<file path="src/rtl/psr_defines.vh">
// Purpose: constants of the power, sync and reference configuration bank
// Assumes: 7-bit register address, 8-bit register data, 16-bit serial frame
// Notes: included by psr_config_regs.v
`ifndef PSR_DEFINES_VH
`define PSR_DEFINES_VH

// ==========================================================================
// register offsets
`define PSR_OFS_OUT_PWR 7'h09
`define PSR_OFS_MASK 7'h0D
`define PSR_OFS_CTL 7'h0E
`define PSR_OFS_DLY 7'h11

// ==========================================================================
// reset values
`define PSR_RST_OUT_PWR 8'h00
`define PSR_RST_MASK 8'h00
`define PSR_RST_CTL 8'h00
`define PSR_RST_DLY 8'h00

// ==========================================================================
// output_buffer_power fields
`define PSR_POS_FRAME_CLOCK 5
`define PSR_POS_BIT_CLOCK 4
`define PSR_POS_LANE_A1 3
`define PSR_POS_LANE_A0 2
`define PSR_POS_LANE_B1 1
`define PSR_POS_LANE_B0 0

// ==========================================================================
// global_power_mask fields
`define PSR_POS_KEEP_CLKBUF 3
`define PSR_POS_KEEP_REFAMP 2
`define PSR_POS_BANDGAP_OFF 1

// ==========================================================================
// sync_reference_control fields
`define PSR_POS_PIN_ROLE 7
`define PSR_POS_REG_SYNC 6
`define PSR_POS_REG_SYNC_EN 5
`define PSR_POS_REF_BY_REG 3
`define PSR_POS_REF_SEL_HI 2
`define PSR_POS_REF_SEL_LO 1
`define PSR_POS_SE_CLOCK 0

// ==========================================================================
// sampling_delay_autozero fields
`define PSR_POS_DELAY_OFF 2
`define PSR_POS_AUTO_ZERO 0

// ==========================================================================
// serial frame layout: read flag, address, data, msb first
`define PSR_FRAME_BITS 5'd16
`define PSR_HEAD_BITS 5'd8
`define PSR_POS_RD_FLAG 7

`endif

</file>
<file path="src/rtl/psr_config_regs.v">
// Purpose: power-down, sync and reference configuration registers
// Assumes: serial port pins sampled by sys_clk_i, sclk slower than sys_clk/4
// Notes: all outputs registered; frame is r/w bit, 7-bit address, 8-bit data
//
// Behaviour
// - output_buffer_power bit 5 set turns the frame clock output buffer off.
// - output_buffer_power bit 4 set turns the bit clock output buffer off.
// - bits 3..0 turn off lanes A1, A0, B1, B0 respectively.
// - lane 1 buffers never switch off by output mode, only by bits.
// - lane B0 buffer never switches off in half-lane mode, only by bit.
// - mask bit 3 zero lets global sleep turn the clock input buffer off.
// - mask bit 2 zero lets global sleep turn the reference amplifier off.
// - mask bit 1 one lets global sleep turn the bandgap off.
// - control bit 7 picks pin role: 0 sleep, 1 sync on rising edge.
// - changing control bit 6 syncs only while bit 5 set; host clears it.
// - control bit 5 set takes sync from the register instead of the pin.
// - control bit 3 zero: pin picks reference; one: bits 2-1 and bit 0 do.
// - reference field: 00 internal, 01 external buffered, 10 external.
// - bit 0 with bit 3 set selects single-ended clock, differential off.
// - global sleep powers blocks down as the mask register says.
// - delay register bit 2 turns sampling delay off; host uses it below 40 MSPS.
// - delay register bit 0 drives auto-zero, polarity per speed grade.
`timescale 1ns/1ns
`default_nettype none
`include "psr_defines.vh"

module psr_config_regs #(
    parameter AZ_ACTIVE_HIGH = 1'b1
) (
    input wire sys_clk_i,
    input wire rst_n_i,
    input wire ce_i,
    input wire spi_sclk_i,
    input wire spi_cs_n_i,
    input wire spi_sdi_i,
    output reg spi_sdo_o,
    output reg spi_sdo_oe_o,
    input wire sync_or_sleep_pin_i,
    input wire reference_buffer_pin_i,
    input wire global_sleep_i,
    output reg frame_clock_out_off_o,
    output reg bit_clock_out_off_o,
    output reg lane_a1_off_o,
    output reg lane_a0_off_o,
    output reg lane_b1_off_o,
    output reg lane_b0_off_o,
    output reg sleep_active_o,
    output reg clock_buffer_off_o,
    output reg reference_amplifier_off_o,
    output reg bandgap_off_o,
    output reg sync_pulse_o,
    output reg [1:0] reference_source_select_o,
    output reg single_ended_clock_select_o,
    output reg diff_clock_buffer_off_o,
    output reg sampling_delay_off_o,
    output reg auto_zero_control_o,
    output reg auto_zero_on_o
);

    // ======================================================================
    // pin synchronisers: sclk, cs_n, sdi, sync/sleep pin, reference pin
    localparam NSYNC = 5;

    wire [NSYNC-1:0] pins_raw;
    reg [NSYNC-1:0] meta_r;
    reg [NSYNC-1:0] pins_r;

    assign pins_raw = {reference_buffer_pin_i, sync_or_sleep_pin_i,
                       spi_sdi_i, spi_cs_n_i, spi_sclk_i};

    genvar gi;
    generate
        for (gi = 0; gi < NSYNC; gi = gi + 1) begin : g_sync
            always @(posedge sys_clk_i or negedge rst_n_i) begin
                if (!rst_n_i) begin
                    meta_r[gi] <= (gi == 1) ? 1'b1 : 1'b0;
                    pins_r[gi] <= (gi == 1) ? 1'b1 : 1'b0;
                end else if (ce_i) begin
                    meta_r[gi] <= pins_raw[gi];
                    pins_r[gi] <= meta_r[gi];
                end
            end
        end
    endgenerate

    wire sclk_s;
    wire cs_n_s;
    wire sdi_s;
    wire pin_s;
    wire refpin_s;

    assign sclk_s = pins_r[0];
    assign cs_n_s = pins_r[1];
    assign sdi_s = pins_r[2];
    assign pin_s = pins_r[3];
    assign refpin_s = pins_r[4];

    // ======================================================================
    // serial port edges
    reg sclk_d_r;
    reg pin_d_r;

    always @(posedge sys_clk_i or negedge rst_n_i) begin
        if (!rst_n_i) begin
            sclk_d_r <= 1'b0;
            pin_d_r <= 1'b0;
        end else if (ce_i) begin
            sclk_d_r <= sclk_s;
            pin_d_r <= pin_s;
        end
    end

    wire sclk_rise;
    wire sclk_fall;

    assign sclk_rise = sclk_s & ~sclk_d_r & ~cs_n_s;
    assign sclk_fall = ~sclk_s & sclk_d_r & ~cs_n_s;

    // ======================================================================
    // serial frame shifter
    reg [4:0] bit_cnt_r;
    reg [15:0] shift_r;
    reg [7:0] out_r;
    reg rd_r;
    reg wr_stb_r;
    reg [6:0] wr_addr_r;
    reg [7:0] wr_data_r;
    reg [7:0] rd_data;

    wire [15:0] shift_nxt;
    wire [4:0] cnt_nxt;

    assign shift_nxt = {shift_r[14:0], sdi_s};
    assign cnt_nxt = bit_cnt_r + 5'd1;

    always @(posedge sys_clk_i or negedge rst_n_i) begin
        if (!rst_n_i) begin
            bit_cnt_r <= 5'd0;
            shift_r <= 16'h0000;
            out_r <= 8'h00;
            rd_r <= 1'b0;
            wr_stb_r <= 1'b0;
            wr_addr_r <= 7'h00;
            wr_data_r <= 8'h00;
            spi_sdo_o <= 1'b0;
            spi_sdo_oe_o <= 1'b0;
        end else if (ce_i) begin
            wr_stb_r <= 1'b0;
            if (cs_n_s) begin
                bit_cnt_r <= 5'd0;
                rd_r <= 1'b0;
                spi_sdo_oe_o <= 1'b0;
                spi_sdo_o <= 1'b0;
            end else if (sclk_rise && bit_cnt_r < `PSR_FRAME_BITS) begin
                shift_r <= shift_nxt;
                bit_cnt_r <= cnt_nxt;
                if (cnt_nxt == `PSR_HEAD_BITS) begin
                    rd_r <= shift_nxt[`PSR_POS_RD_FLAG];
                    out_r <= rd_data;
                end
                if (cnt_nxt == `PSR_FRAME_BITS && !rd_r) begin
                    wr_stb_r <= 1'b1;
                    wr_addr_r <= shift_nxt[14:8];
                    wr_data_r <= shift_nxt[7:0];
                end
            end else if (sclk_fall && rd_r && bit_cnt_r < `PSR_FRAME_BITS) begin
                spi_sdo_oe_o <= 1'b1;
                spi_sdo_o <= out_r[7];
                out_r <= {out_r[6:0], 1'b0};
            end
        end
    end

    // ======================================================================
    // register storage, reserved bits kept as written
    reg [7:0] out_pwr_r;
    reg [7:0] mask_r;
    reg [7:0] ctl_r;
    reg [7:0] dly_r;

    always @(posedge sys_clk_i or negedge rst_n_i) begin
        if (!rst_n_i) begin
            out_pwr_r <= `PSR_RST_OUT_PWR;
            mask_r <= `PSR_RST_MASK;
            ctl_r <= `PSR_RST_CTL;
            dly_r <= `PSR_RST_DLY;
        end else if (ce_i && wr_stb_r) begin
            if (wr_addr_r == `PSR_OFS_OUT_PWR) begin
                out_pwr_r <= wr_data_r;
            end else if (wr_addr_r == `PSR_OFS_MASK) begin
                mask_r <= wr_data_r;
            end else if (wr_addr_r == `PSR_OFS_CTL) begin
                ctl_r <= wr_data_r;
            end else if (wr_addr_r == `PSR_OFS_DLY) begin
                dly_r <= wr_data_r;
            end
        end
    end

    // address taken from the header bits just shifted in
    wire [6:0] rd_addr;

    assign rd_addr = shift_nxt[6:0];

    always @* begin
        if (rd_addr == `PSR_OFS_OUT_PWR) begin
            rd_data = out_pwr_r;
        end else if (rd_addr == `PSR_OFS_MASK) begin
            rd_data = mask_r;
        end else if (rd_addr == `PSR_OFS_CTL) begin
            rd_data = ctl_r;
        end else if (rd_addr == `PSR_OFS_DLY) begin
            rd_data = dly_r;
        end else begin
            rd_data = 8'h00;
        end
    end

    // ======================================================================
    // sleep and sync decode
    wire pin_role_sync;
    wire reg_sync_en;
    wire pin_sleep;
    wire sleep_now;
    wire pin_rise;
    reg reg_sync_d_r;

    assign pin_role_sync = ctl_r[`PSR_POS_PIN_ROLE];
    assign reg_sync_en = ctl_r[`PSR_POS_REG_SYNC_EN];
    assign pin_sleep = pin_s & ~pin_role_sync;
    assign sleep_now = global_sleep_i | pin_sleep;
    assign pin_rise = pin_s & ~pin_d_r;

    wire reg_sync_edge;
    wire pin_sync_edge;

    // any change of the sync bit counts while bit 5 is set; it stays where the host left it
    assign reg_sync_edge = (ctl_r[`PSR_POS_REG_SYNC] ^ reg_sync_d_r) &
                           reg_sync_en;
    assign pin_sync_edge = pin_rise & pin_role_sync & ~reg_sync_en;

    // ======================================================================
    // reference and clock selection
    wire ref_by_reg;
    wire [1:0] ref_sel;

    assign ref_by_reg = ctl_r[`PSR_POS_REF_BY_REG];
    assign ref_sel = ref_by_reg ?
        ctl_r[`PSR_POS_REF_SEL_HI:`PSR_POS_REF_SEL_LO] :
        {1'b0, refpin_s};

    wire se_clock;

    assign se_clock = ref_by_reg & ctl_r[`PSR_POS_SE_CLOCK];

    // ======================================================================
    // registered outputs
    always @(posedge sys_clk_i or negedge rst_n_i) begin
        if (!rst_n_i) begin
            reg_sync_d_r <= 1'b0;
            frame_clock_out_off_o <= 1'b0;
            bit_clock_out_off_o <= 1'b0;
            lane_a1_off_o <= 1'b0;
            lane_a0_off_o <= 1'b0;
            lane_b1_off_o <= 1'b0;
            lane_b0_off_o <= 1'b0;
            sleep_active_o <= 1'b0;
            clock_buffer_off_o <= 1'b0;
            reference_amplifier_off_o <= 1'b0;
            bandgap_off_o <= 1'b0;
            sync_pulse_o <= 1'b0;
            reference_source_select_o <= 2'h0;
            single_ended_clock_select_o <= 1'b0;
            diff_clock_buffer_off_o <= 1'b0;
            sampling_delay_off_o <= 1'b0;
            auto_zero_control_o <= 1'b0;
            auto_zero_on_o <= 1'b0;
        end else if (ce_i) begin
            reg_sync_d_r <= ctl_r[`PSR_POS_REG_SYNC];
            frame_clock_out_off_o <= out_pwr_r[`PSR_POS_FRAME_CLOCK];
            bit_clock_out_off_o <= out_pwr_r[`PSR_POS_BIT_CLOCK];
            // lane buffers follow their bits alone, whatever the lane mode
            lane_a1_off_o <= out_pwr_r[`PSR_POS_LANE_A1];
            lane_a0_off_o <= out_pwr_r[`PSR_POS_LANE_A0];
            lane_b1_off_o <= out_pwr_r[`PSR_POS_LANE_B1];
            lane_b0_off_o <= out_pwr_r[`PSR_POS_LANE_B0];
            sleep_active_o <= sleep_now;
            clock_buffer_off_o <= sleep_now &
                ~mask_r[`PSR_POS_KEEP_CLKBUF];
            reference_amplifier_off_o <= sleep_now &
                ~mask_r[`PSR_POS_KEEP_REFAMP];
            bandgap_off_o <= sleep_now &
                mask_r[`PSR_POS_BANDGAP_OFF];
            sync_pulse_o <= reg_sync_edge | pin_sync_edge;
            reference_source_select_o <= ref_sel;
            single_ended_clock_select_o <= se_clock;
            diff_clock_buffer_off_o <= se_clock;
            sampling_delay_off_o <= dly_r[`PSR_POS_DELAY_OFF];
            auto_zero_control_o <= dly_r[`PSR_POS_AUTO_ZERO];
            // speed grade decides whether a set bit means on or off
            auto_zero_on_o <= ~(dly_r[`PSR_POS_AUTO_ZERO] ^
                AZ_ACTIVE_HIGH);
        end
    end

endmodule

`default_nettype wire

</file>
<file path="config.mk">
export PLATFORM = sky130hd
export DESIGN_NAME = psr_config_regs
export DESIGN_NICKNAME = d
export VERILOG_FILES = /design/src/rtl/psr_config_regs.v
export VERILOG_INCLUDE_DIRS = /design/src /design/src/rtl
export SDC_FILE = /design/constraint.sdc
export NUM_CORES = 1
export LEC_CHECK = 0
export ABC_CLOCK_PERIOD_IN_PS = 2600
export BUFFER_PORTS_ARGS = -buffer_cell sky130_fd_sc_hd__buf_2
export CELL_PAD_IN_SITES_DETAIL_PLACEMENT = 0
export CELL_PAD_IN_SITES_GLOBAL_PLACEMENT = 2
export CORE_MARGIN = 2
export CORE_UTILIZATION = 43
export DETAILED_ROUTE_END_ITERATION = 8
export PLACE_DENSITY_LB_ADDON = 0.1
export SYNTH_ARGS = -nofsm -noshare
export SYNTH_HDL_FRONTEND = slang
export SYNTH_SLANG_ARGS = --single-unit
</file>
<file path="constraint.sdc">
create_clock -name sys_clk_i -period 2.6 [get_ports sys_clk_i]
set_input_delay 0.26 -clock sys_clk_i [delete_from_list [all_inputs] [get_ports sys_clk_i]]
set_output_delay 0.26 -clock sys_clk_i [all_outputs]
set_load 0.02 [all_outputs]
</file>
== Word level (Yosys, flattened, before mapping) ==
Cells that the tools add are included.
Word-level totals
  flip-flop bits (word level): 107
  bits of input ports: 9
  word-level logic and storage cells: 124
Operators by class
  $add $sub $neg: 1
  magnitude comparators: 1
  equality and inequality tests: 12
  muxes and demuxes: 22
  bitwise logic cells: 27
  reduce and logical (&&, ||, !) cells: 20
Operators with widths (number)
  two-way mux 8 bit: 7
  == test 7 x 4 -> 1 bit, second input constant: 6
  == test 7 x 5 -> 1 bit, second input constant: 2
  bitwise AND 1 bit: 13
  two-way mux 1 bit: 12
  AND reduction 3 bit: 4
  AND reduction 4 bit: 3
  NOT 1 bit: 11
  two-way mux 5 bit: 2
  nonzero test 2 bit: 4
  adder 5 x 1 -> 5 bit, second input constant: 1
  == test 5 x 4 -> 1 bit, second input constant: 1
  == test 5 bit, second input constant: 1
  logical AND 1 bit: 5
  less-than comparator 5 bit, second input constant: 1
  AND reduction 5 bit: 1
  AND reduction 2 bit: 2
  two-way mux 2 bit: 1
  != test 2 x 1 -> 1 bit, second input constant: 1
  != test 2 bit, second input constant: 1
  bitwise OR 1 bit: 2
  zero test 1 bit: 1
  XOR 1 bit: 1

== Depth between registers and ports, before layout ==
Gate-level depths: netlist of run 1.
  depth in word-level cells: 8
  mapped depth: 8

== Worst setup path before layout of run 1 ==
No wires, ideal clock.
  path kind: reg-to-reg
  from: reg bit_cnt_r[0]
  to: reg wr_addr_r[0]
  setup time: 0.125 ns
  arrival: 1.970 ns
  required time: 2.475 ns
  slack: 0.505 ns
  cell stages (with the launch flop): 9
  buffers on the path: 2
  cell sequence: dfrtp_1 -> ha_1 -> buf_2 -> xnor2_1 -> nor3_1 -> a31oi_1 -> nor3_2 -> buf_6 -> mux2_2
Between the ends
  word-level cells in the longest chain between the ends: 4
  elaborated cells between the ends (all ways): 6
  classes of those cells: add/sub (1); order compare (1); eq/ne (1); reduce/logical (3)
RTL lines
  start: declaration: RTL line psr_config_regs.v:121  | reg [4:0] bit_cnt_r;
  start signal: assignment: RTL line psr_config_regs.v:156  | bit_cnt_r <= cnt_nxt;
  adder 5 x 1 -> 5 bit: RTL line psr_config_regs.v:134  | assign cnt_nxt = bit_cnt_r + 5'd1;
  == test 5 bit (no source line)
  logical AND 1 bit: RTL line psr_config_regs.v:161  | if (cnt_nxt == `PSR_FRAME_BITS && !rd_r) begin
  AND reduction 4 bit (no source line) (*)
  end signal: assignment: RTL line psr_config_regs.v:163  | wr_addr_r <= shift_nxt[14:8];
  end: declaration: RTL line psr_config_regs.v:126  | reg [6:0] wr_addr_r;
Mark *: on every way between the ends. The rest lies on a longest branch, timed or not.
A chain may end at the register's enable or synchronous reset.

== Final worst setup path of run 1 ==
  from: reg shift_r[4]
  to: reg out_r[7]
Between the ends
  word-level cells in the longest chain between the ends: 7
  elaborated cells between the ends (all ways): 10
  classes of those cells: eq/ne (4); mux (6)
RTL lines
  start: declaration: RTL line psr_config_regs.v:122  | reg [15:0] shift_r;
  start signal: assignment: RTL line psr_config_regs.v:155  | shift_r <= shift_nxt;
  == test 7 x 5 -> 1 bit (no source line)
  two-way mux 8 bit: RTL line psr_config_regs.v:212  | end else if (rd_addr == `PSR_OFS_DLY) begin
  two-way mux 8 bit: RTL line psr_config_regs.v:210  | end else if (rd_addr == `PSR_OFS_CTL) begin
  two-way mux 8 bit: RTL line psr_config_regs.v:208  | end else if (rd_addr == `PSR_OFS_MASK) begin
  two-way mux 8 bit (*): RTL line psr_config_regs.v:206  | if (rd_addr == `PSR_OFS_OUT_PWR) begin
  two-way mux 8 bit (*): RTL line psr_config_regs.v:157  | if (cnt_nxt == `PSR_HEAD_BITS) begin
  two-way mux 8 bit (*): RTL line psr_config_regs.v:154  | end else if (sclk_rise && bit_cnt_r < `PSR_FRAME_BITS) begin
  end signal: assignment: RTL line psr_config_regs.v:159  | out_r <= rd_data;
  end signal: assignment: RTL line psr_config_regs.v:169  | out_r <= {out_r[6:0], 1'b0};
  end: declaration: RTL line psr_config_regs.v:123  | reg [7:0] out_r;
Mark *: on every way between the ends. The rest lies on a longest branch, timed or not. The select of a mux whose other input is x is not followed.

==> impl_results.html, run 1 <==
<table>
<tr><th>Metric</th><th>Value</th></tr>
<tr><th colspan="2">Clocking</th></tr>
<tr><td>CTS H-tree depth</td><td>3</td></tr>
<tr><td>CTS Buf Count</td><td>9</td></tr>
<tr><td>Post-CTS setup repair buffer count</td><td>0</td></tr>
<tr><td>Clock transition time at the flip-flop clock pins of the worst setup and hold paths</td><td>0.11 ns</td></tr>
<tr><td>Insertion delay to the later sink of the worst-skew pair</td><td>0.37 ns</td></tr>
<tr><td>Total of cells resized after clock tree synthesis</td><td>0</td></tr>
<tr><td>TritonCTS clock tree</td><td>yes</td></tr>
<tr><td>Count of hold buffers inserted by post-cts repair</td><td>1</td></tr>
<tr><td>Clock root buffer master</td><td>clkbuf_8</td></tr>
<tr><td>Max Buffers Root-to-Sink</td><td>2</td></tr>
<tr><td>Clock sinks</td><td>107</td></tr>
<tr><th colspan="2">Placement</th></tr>
<tr><td>Placed inst area</td><td>5070 um2</td></tr>
<tr><td>Detail Placement HPWL</td><td>6.62 mm</td></tr>
<tr><td>Routability congestion estimate</td><td>0.746</td></tr>
<tr><td>Count of buffers inserted at the top-level ports</td><td>28</td></tr>
<tr><th colspan="2">Setup path</th></tr>
<tr><td>Origin of the critical flop-to-flop path</td><td>shift_r[4]</td></tr>
<tr><td>Startpoint kind of the worst setup timing path</td><td>flop</td></tr>
<tr><td>Delay contributed by the slowest stage of the critical path</td><td>0.80 ns</td></tr>
<tr><td>Total stage count of the critical path</td><td>5</td></tr>
<tr><td>Worst reg-to-reg path cell count</td><td>5</td></tr>
<tr><td>Class of the most critical setup path</td><td>reg -&gt; reg</td></tr>
<tr><td>Critical path origin</td><td>shift_r[4]</td></tr>
<tr><td>Critical Path End Type</td><td>flop</td></tr>
<tr><td>Kind of cell adding the most delay to the critical path</td><td>simple AND/OR/NAND/NOR gates</td></tr>
<tr><td>Endpoint required time on the critical path</td><td>2.86 ns</td></tr>
<tr><td>Endpoint of the worst setup timing path</td><td>out_r[7]</td></tr>
<tr><td>CP max stage cell</td><td>or4b_1</td></tr>
<tr><td>Ordered list of cells on the worst path</td><td>or4b_1 &gt; nor2_8 &gt; a221oi_2 &gt; a221o_1 &gt; mux2_2</td></tr>
<tr><td>Crit path max fanout</td><td>10</td></tr>
<tr><td>Arrival time at the worst endpoint</td><td>2.51 ns</td></tr>
<tr><td>WP buf/inv</td><td>0</td></tr>
<tr><td>Reg2reg setup slack</td><td>0.35 ns</td></tr>
<tr><td>Endpoint of the worst register-to-register path</td><td>out_r[7]</td></tr>
<tr><th colspan="2">Layout</th></tr>
<tr><td>Post-route cell area</td><td>5270 um2</td></tr>
<tr><td>Fraction of final layout cells sized beyond drive strength 1</td><td>0.410</td></tr>
<tr><td>Most frequent cells in the layout</td><td>dfrtp_1, mux2_2, buf_2</td></tr>
<tr><td>Final-stage net count</td><td>396</td></tr>
<tr><td>Count of antenna diodes in the layout</td><td>0</td></tr>
<tr><td>Leading cell type in the layout, fill and taps excluded</td><td>dfrtp_1</td></tr>
<tr><td>Area growth from synthesis to layout</td><td>11.0%</td></tr>
<tr><th colspan="2">Synthesis</th></tr>
<tr><td>Total standard cell area after synthesis</td><td>4750 um2</td></tr>
<tr><td>Count of synthesis-stage warnings from yosys</td><td>0</td></tr>
<tr><td>Sequential-to-total area share from yosys stat</td><td>0.565</td></tr>
<tr><td>Yosys cell types</td><td>49</td></tr>
<tr><td>Synthesized flop and latch total</td><td>107</td></tr>
<tr><td>Syn_area_per_cell</td><td>13.6 um2</td></tr>
<tr><td>Syn nets</td><td>359</td></tr>
<tr><td>Gate count of the mapped netlist</td><td>348</td></tr>
<tr><th colspan="2">Pwr</th></tr>
<tr><td>Comb pwr share</td><td>0.143</td></tr>
<tr><td>Static leakage</td><td>2.49 nW</td></tr>
<tr><td>Power spent charging and discharging nets</td><td>978 uW</td></tr>
<tr><td>Total power per unit cell area</td><td>629 nW/um2</td></tr>
<tr><td>Sequential fraction of design power</td><td>0.568</td></tr>
<tr><td>Power consumption</td><td>3.31 mW</td></tr>
<tr><td>Peak supply drop</td><td>0.289 mV</td></tr>
<tr><td>Part of the total power dissipated in the clock network</td><td>0.289</td></tr>
<tr><td>Switching share of power</td><td>0.295</td></tr>
<tr><td>Internal power consumption</td><td>2.34 mW</td></tr>
<tr><th colspan="2">Drt</th></tr>
<tr><td>Average vias per placed instance</td><td>5.43</td></tr>
<tr><td>Final wirelength</td><td>9.57 mm</td></tr>
<tr><td>Iteration count of the initial detailed-routing pass</td><td>4</td></tr>
<tr><td>Top Layer Used</td><td>met4</td></tr>
<tr><td>Wire length on met1</td><td>4.82 mm</td></tr>
<tr><td>Routed WL per cell</td><td>18.1 um</td></tr>
<tr><td>Met2 wire len</td><td>4.35 mm</td></tr>
<tr><td>Via count of the routed design</td><td>2880</td></tr>
<tr><td>Initial DRC Count</td><td>94</td></tr>
<tr><td>Count of antenna-violating nets left after detailed routing</td><td>0</td></tr>
<tr><td>DR DRC count</td><td>0</td></tr>
<tr><td>Met3 routed WL</td><td>315 um</td></tr>
<tr><th colspan="2">Die</th></tr>
<tr><td>DIE AREA</td><td>11900 um2</td></tr>
<tr><td>Number of top-level pins</td><td>29</td></tr>
<tr><td>Row count</td><td>38</td></tr>
<tr><td>DIE WIDTH</td><td>109 um</td></tr>
<tr><td>Area of the core</td><td>10800 um2</td></tr>
<tr><td>Initial Util</td><td>0.440</td></tr>
<tr><td>Die Y-Extent</td><td>109 um</td></tr>
<tr><th colspan="2">STA</th></tr>
<tr><td>Unrepaired setup endpoints after global routing</td><td>no</td></tr>
<tr><td>Final slew viol count</td><td>0</td></tr>
<tr><td>Final number of hold-violating endpoints</td><td>0</td></tr>
<tr><td>Peak clock frequency supported by timing</td><td>444 MHz</td></tr>
<tr><td>Final clock skew</td><td>0.0130 ns</td></tr>
<tr><td>Final min period</td><td>2.25 ns</td></tr>
<tr><td>Worst slew slack as a fraction of its limit</td><td>0.409</td></tr>
<tr><td>Transition time at the pin with the least slew margin</td><td>0.884 ns</td></tr>
<tr><td>Period Utilization, post-route</td><td>0.866</td></tr>
<tr><td>Total Neg Setup Slack</td><td>0 ns</td></tr>
<tr><td>Final number of setup-violating endpoints</td><td>0</td></tr>
<tr><th colspan="2">Run status</th></tr>
<tr><td>Status</td><td>completed</td></tr>
<tr><th colspan="2">GRT</th></tr>
<tr><td>Via count of the first global-routing pass</td><td>2910</td></tr>
<tr><td>Wire length of the first global-routing pass</td><td>16.0 mm</td></tr>
<tr><td>Antenna violations before repair</td><td>0</td></tr>
<tr><td>Pin count of the biggest net entering global routing</td><td>46</td></tr>
<tr><td>All-layer global routing usage</td><td>0.181</td></tr>
<tr><td>Total gr overflow</td><td>0</td></tr>
<tr><th colspan="2">Job</th></tr>
<tr><td>Number of max-capacitance violations reported</td><td>0</td></tr>
<tr><th colspan="2">Min path</th></tr>
<tr><td>Path class of the lowest-slack min-delay path</td><td>in -&gt; reg</td></tr>
</table>
==> per-layer routing <==
metal | up-vias | track usage
met5 | - | 0
li1 | 1355 | -
met1 | 1473 | 0.265
met3 | 9 | 0.0329
met2 | 43 | 0.275
met4 | 0 | 0.0495
==> how the worst min path moves through the flow <==
| stage | endpoint | start | cells after the start |
|---|---|---|---|
| global route | meta_r[1] | spi_cs_n_i | 2 |
| CTS | meta_r[4] | reference_buffer_pin_i | 2 |
| global placement | meta_r[0] | rst_n_i | 1 |
| detailed placement | spi_sdo_oe_o | rst_n_i | 1 |
| floorplan | auto_zero_on_o | rst_n_i | 0 |
| finish | meta_r[4] | reference_buffer_pin_i | 2 |
==> Yosys cell counts, drive strengths merged <==
master,instances,area [um2]
a22o,8,70.1
nand3b,3,22.5
a21oi,22,114
a221o,2,20.0
or2b,1,11.3
clkbuf,7,36.3
nor3,3,20.0
nor2,7,45.1
dfstp,2,52.6
a21o,1,7.51
o21ai,9,45.0
or4b,2,20.0
buf,10,72.6
inv,7,26.3
nand4,1,6.26
nor4,5,58.8
nor4b,3,41.3
dfrtp,105,2630
nand2,15,56.3
a32o,2,20.0
or3,2,12.5
mux2,88,991
xor2,1,8.76
a31oi,1,6.26
o31ai,2,15.0
xnor2,2,17.5
or3b,1,8.76
o211ai,3,22.5
nor2b,1,6.26
and3,2,12.5
nor3b,3,27.5
o21bai,1,7.51
nand2b,1,6.26
nand3,4,20.0
ha,2,25.0
a221oi,1,15.0
mux2i,10,100
o2bb2ai,8,70.1
==> area by class of cell <==
class / count / area [um2]
fillers: 994 / 5530
multi-input cells: 217 / 1930
clock buffers: 10 / 138
inverters: 7 / 26.3
repair buffers: 43 / 270
flip-flops and latches: 107 / 2680
clock inverters: 6 / 47.5
well taps: 140 / 175
==> stage by stage <==
| step | hold slack, ns | cells | setup slack, ns | utilization |
|---|---|---|---|---|
| 2_1_floorplan | -0.0356 | 348 | 0.505 | - |
| 3_3_place_gp | 0.287 | 513 | 0.399 | 0.470 |
| 3_5_place_dp | 0.290 | 513 | 0.341 | 0.470 |
| 4_1_cts | 0.102 | 530 | 0.345 | 0.488 |
| 5_1_grt | 0.104 | 530 | 0.240 | 0.488 |
| 6_report | 0.117 | 530 | 0.348 | 0.488 |
==> state kept, by name (all words and copies together), names as in the netlist, 2 cells and up <==
name	cells
out_r	8
wr_data_r	8
dly_r	8
shift_r	14
reference_source_select_o	2
meta_r	5
out_pwr_r	8
ctl_r	8
wr_addr_r	7
bit_cnt_r	5
mask_r	8
==> cell families after synthesis <==
family	Yosys count	synth area share
muxes	98	0.230
and+or+nand+nor	54	0.0791
AOI/OAI and AO/OA	60	0.0870
DFF	107	0.565
xor gates and xnor gates	3	0.00554
buffers and inverters	24	0.0285
adders and majority gates	2	0.00527
==> power by group through the flow <==
stage          clock network [mW]  registers [mW]  logic [mW]
2_1_floorplan                   0            1.87       0.365
3_3_place_gp                    0            1.91       0.474
3_5_place_dp                    0            1.92       0.476
4_1_cts                     0.999            1.88       0.480
5_1_grt                      1.06            1.90       0.530
6_report                    0.957            1.88       0.473
Power figures use the tool's default switching activity.
==> run 2, diff against run 1 <==
--- a/config.mk
+++ b/config.mk
@@ -11,7 +11,7 @@
 export CELL_PAD_IN_SITES_DETAIL_PLACEMENT = 0
 export CELL_PAD_IN_SITES_GLOBAL_PLACEMENT = 2
 export CORE_MARGIN = 2
-export CORE_UTILIZATION = 43
+export CORE_UTILIZATION = 40
 export DETAILED_ROUTE_END_ITERATION = 8
 export PLACE_DENSITY_LB_ADDON = 0.1
 export SYNTH_ARGS = -nofsm -noshare
==> run 2 against run 1 <==
The run now ends with design-rule violations left. Clock power up 40%. Critical path type unchanged. Clock skew down 0.0047 ns. Maximum frequency rose by 0.62%. Via count is 0.97% lower. Worst setup slack improved by 0.014 ns. Largest cell class unchanged. Register-to-register slack hardly changed. Highest routed layer unchanged. Critical endpoint unchanged. Non-clock buffer count is the same. Worst hold slack improved by 0.025 ns. Cell area rose by 2.1%.
==> impl_results.html, run 2 (same netlist as run 1, synthesis figures left out) <==
<table>
<tr><th>Metric</th><th>Value</th></tr>
<tr><th colspan="2">Setup path</th></tr>
<tr><td>Critical Path End Type</td><td>flop</td></tr>
<tr><td>Ordered list of cells on the worst path</td><td>or4b_1 &gt; nor2_8 &gt; a221oi_2 &gt; a221o_1 &gt; mux2_2</td></tr>
<tr><td>Crit path max fanout</td><td>10 (unchanged)</td></tr>
<tr><td>Class of the most critical setup path</td><td>reg -&gt; reg</td></tr>
<tr><td>Kind of cell adding the most delay to the critical path</td><td>simple AND/OR/NAND/NOR gates</td></tr>
<tr><td>Endpoint of the worst register-to-register path</td><td>out_r[7]</td></tr>
<tr><td>Delay contributed by the slowest stage of the critical path</td><td>0.78 ns (-0.02 ns)</td></tr>
<tr><td>WP buf/inv</td><td>0 (unchanged)</td></tr>
<tr><td>Endpoint required time on the critical path</td><td>2.84 ns (-0.02 ns)</td></tr>
<tr><td>Startpoint kind of the worst setup timing path</td><td>flop</td></tr>
<tr><td>Reg2reg setup slack</td><td>0.36 ns (about the same)</td></tr>
<tr><td>Origin of the critical flop-to-flop path</td><td>shift_r[4]</td></tr>
<tr><td>Arrival time at the worst endpoint</td><td>2.47 ns (-0.04 ns)</td></tr>
<tr><td>CP max stage cell</td><td>or4b_1</td></tr>
<tr><td>Worst reg-to-reg path cell count</td><td>5 (unchanged)</td></tr>
<tr><th colspan="2">Run status</th></tr>
<tr><td>Status</td><td>complete, but fails checks</td></tr>
<tr><td>Violations in the final reports</td><td>design-rule violations</td></tr>
<tr><th colspan="2">Min path</th></tr>
<tr><td>End point of the worst hold path</td><td>meta_r[2]</td></tr>
<tr><td>Path class of the lowest-slack min-delay path</td><td>in -&gt; reg</td></tr>
<tr><td>Hold Path Cell Cnt</td><td>2 (unchanged)</td></tr>
<tr><td>Start point of the worst min-delay path</td><td>spi_sdi_i</td></tr>
<tr><th colspan="2">Layout</th></tr>
<tr><td>Flip-flop count of the largest register, all copies and words added</td><td>14 (unchanged)</td></tr>
<tr><td>Share of the core filled with cells</td><td>0.467 (-0.0210)</td></tr>
<tr><td>Final-stage net count</td><td>396 (unchanged)</td></tr>
<tr><td>Most flop-heavy register</td><td>shift_r</td></tr>
<tr><td>Count of antenna diodes in the layout</td><td>0 (unchanged)</td></tr>
<tr><td>Fraction of final layout cells sized beyond drive strength 1</td><td>0.405 (-0.00513)</td></tr>
<tr><td>Leading cell type in the layout, fill and taps excluded</td><td>dfrtp_1</td></tr>
<tr><td>Area growth from synthesis to layout</td><td>13.3%</td></tr>
<tr><td>Most frequent cells in the layout</td><td>dfrtp_1, mux2_2, buf_2</td></tr>
<tr><th colspan="2">Drt</th></tr>
<tr><td>Initial DRC Count</td><td>150 (+60%)</td></tr>
<tr><td>Via count of the routed design</td><td>2852 (-0.97%)</td></tr>
<tr><td>Routed WL per cell</td><td>18.3 um (+1.4%)</td></tr>
<tr><td>Iteration count of the initial detailed-routing pass</td><td>6 (+2)</td></tr>
<tr><td>Final wirelength</td><td>9.76 mm (+2.0%)</td></tr>
<tr><td>Average vias per placed instance</td><td>5.35 (-1.5%)</td></tr>
<tr><td>DR DRC count</td><td>4 (+4)</td></tr>
<tr><td>Count of antenna-violating nets left after detailed routing</td><td>0 (unchanged)</td></tr>
<tr><th colspan="2">Clocking</th></tr>
<tr><td>Post-CTS setup repair buffer count</td><td>0 (unchanged)</td></tr>
<tr><td>Clock transition time at the flip-flop clock pins of the worst setup and hold paths</td><td>0.07 ns (-0.04 ns)</td></tr>
<tr><td>CTS H-tree depth</td><td>3 (unchanged)</td></tr>
<tr><td>Clock sinks</td><td>107 (unchanged)</td></tr>
<tr><td>Clock root buffer master</td><td>clkbuf_16</td></tr>
<tr><td>TritonCTS clock tree</td><td>yes</td></tr>
<tr><td>Max Buffers Root-to-Sink</td><td>2 (unchanged)</td></tr>
<tr><td>Insertion delay to the later sink of the worst-skew pair</td><td>0.35 ns (-0.02 ns)</td></tr>
<tr><td>CTS Buf Count</td><td>9 (unchanged)</td></tr>
<tr><th colspan="2">Die</th></tr>
<tr><td>Number of top-level pins</td><td>29 (unchanged)</td></tr>
<tr><td>Area of the core</td><td>11500 um2 (+6.7%)</td></tr>
<tr><td>Die Y-Extent</td><td>113 um (+3.5%)</td></tr>
<tr><td>DIE WIDTH</td><td>113 um (+3.5%)</td></tr>
<tr><td>DIE AREA</td><td>12800 um2 (+7.2%)</td></tr>
<tr><td>Initial Util</td><td>0.412 (-0.0276)</td></tr>
<tr><td>Row count</td><td>39 (+2.6%)</td></tr>
<tr><th colspan="2">GRT</th></tr>
<tr><td>Wire length of the first global-routing pass</td><td>16.3 mm (+1.9%)</td></tr>
<tr><td>All-layer global routing usage</td><td>0.169 (-0.0115)</td></tr>
<tr><td>Antenna violations before repair</td><td>0 (unchanged)</td></tr>
<tr><td>Via count of the first global-routing pass</td><td>2894 (-0.55%)</td></tr>
<tr><td>Total gr overflow</td><td>0 (unchanged)</td></tr>
<tr><td>Pin count of the biggest net entering global routing</td><td>51 (+11%)</td></tr>
<tr><th colspan="2">STA</th></tr>
<tr><td>Worst slew slack as a fraction of its limit</td><td>0.423 (+0.0137)</td></tr>
<tr><td>Peak clock frequency supported by timing</td><td>447 MHz (+0.62%)</td></tr>
<tr><td>Total Neg Setup Slack</td><td>0 ns (unchanged)</td></tr>
<tr><td>Final number of setup-violating endpoints</td><td>0 (unchanged)</td></tr>
<tr><td>Final clock skew</td><td>0.00831 ns (-0.00473 ns)</td></tr>
<tr><td>Unrepaired setup endpoints after global routing</td><td>no</td></tr>
<tr><td>Final number of hold-violating endpoints</td><td>0 (unchanged)</td></tr>
<tr><td>Final slew viol count</td><td>0 (unchanged)</td></tr>
<tr><td>Period Utilization, post-route</td><td>0.861 (-0.00530)</td></tr>
<tr><td>Final min period</td><td>2.24 ns (-0.0138 ns)</td></tr>
<tr><td>Transition time at the pin with the least slew margin</td><td>0.864 ns (-0.0205 ns)</td></tr>
<tr><th colspan="2">Pwr</th></tr>
<tr><td>Total power per unit cell area</td><td>688 nW/um2 (+9.3%)</td></tr>
<tr><td>Static leakage</td><td>2.55 nW (+2.1%)</td></tr>
<tr><td>Peak supply drop</td><td>0.342 mV (+18%)</td></tr>
<tr><th colspan="2">Placement</th></tr>
<tr><td>Detail Placement HPWL</td><td>6.60 mm (-0.38%)</td></tr>
<tr><td>Routability congestion estimate</td><td>0.767 (+2.7%)</td></tr>
<tr><td>Count of buffers inserted at the top-level ports</td><td>28 (unchanged)</td></tr>
<tr><th colspan="2">Job</th></tr>
<tr><td>Number of max-capacitance violations reported</td><td>0 (unchanged)</td></tr>
</table>
run 2: cell count changes in the layout (fill, tap and decap cells not counted), sizes merged:
cell	change
clkbuf	+5
clkinv	-2
clkinvlp	-1
inv	-2
run 2: worst max-delay path by stage:
stage                  from           end  slack (ns)  cells past startpoint
2_1_floorplan  bit_cnt_r[0]  wr_addr_r[0]        0.51                      8
3_3_place_gp     shift_r[4]      out_r[7]        0.40                      5
3_5_place_dp     shift_r[4]      out_r[7]        0.37                      5
4_1_cts          shift_r[4]      out_r[7]        0.36                      5
5_1_grt          shift_r[4]      out_r[7]        0.25                      5
6_report         shift_r[4]      out_r[7]        0.36                      5
run 2: stage by stage:
stage                     hold WS (ns)  power [mW]  setup WS (ns)  area (um2)  std cells
after global routing             0.128        3.88          0.254        5380        533
final                            0.142        3.70          0.362        5380        533
after global placement           0.192        2.40          0.404        5080        516
after detailed placement         0.197        2.40          0.365        5080        516
after CTS                        0.122        3.76          0.358        5380        533
after floorplan                -0.0356        2.24          0.505        4750        348
run 2: area by class of cell:
class | count | area, um2
fill | 1080 | 6140
sequential | 107 | 2680
timing repair buffer | 43 | 270
tap | 143 | 179
clock inverter | 1 | 5.00
inverter | 7 | 26.3
clock buffer | 15 | 288
multi-input combinational | 217 | 1930
run 2: per-layer routing:
metal	track usage	routed length, um	vias up	share of wire
met1	0.249	5150	1437	0.53
met3	0.0428	327	10	0.034
li1	-	-	1363	-
met2	0.243	4130	42	0.42
met5	0	0	-	0
met4	0.0610	153	0	0.016
run 2: repair_timing:
action | in CTS | in global routing
hold buffers | 1 | 0
setup endpoints to repair | 0 | 0
hold endpoints to repair | 24 | 0
resized for setup | 0 | 0
run 2: report_power, final:
part | leakage [nW] | internal [mW] | switching, mW
clock | 0.146 | 0.754 | 0.581
sequential | 1.45 | 1.76 | 0.123
combinational | 0.953 | 0.207 | 0.279
total | 2.55 | 2.72 | 0.983
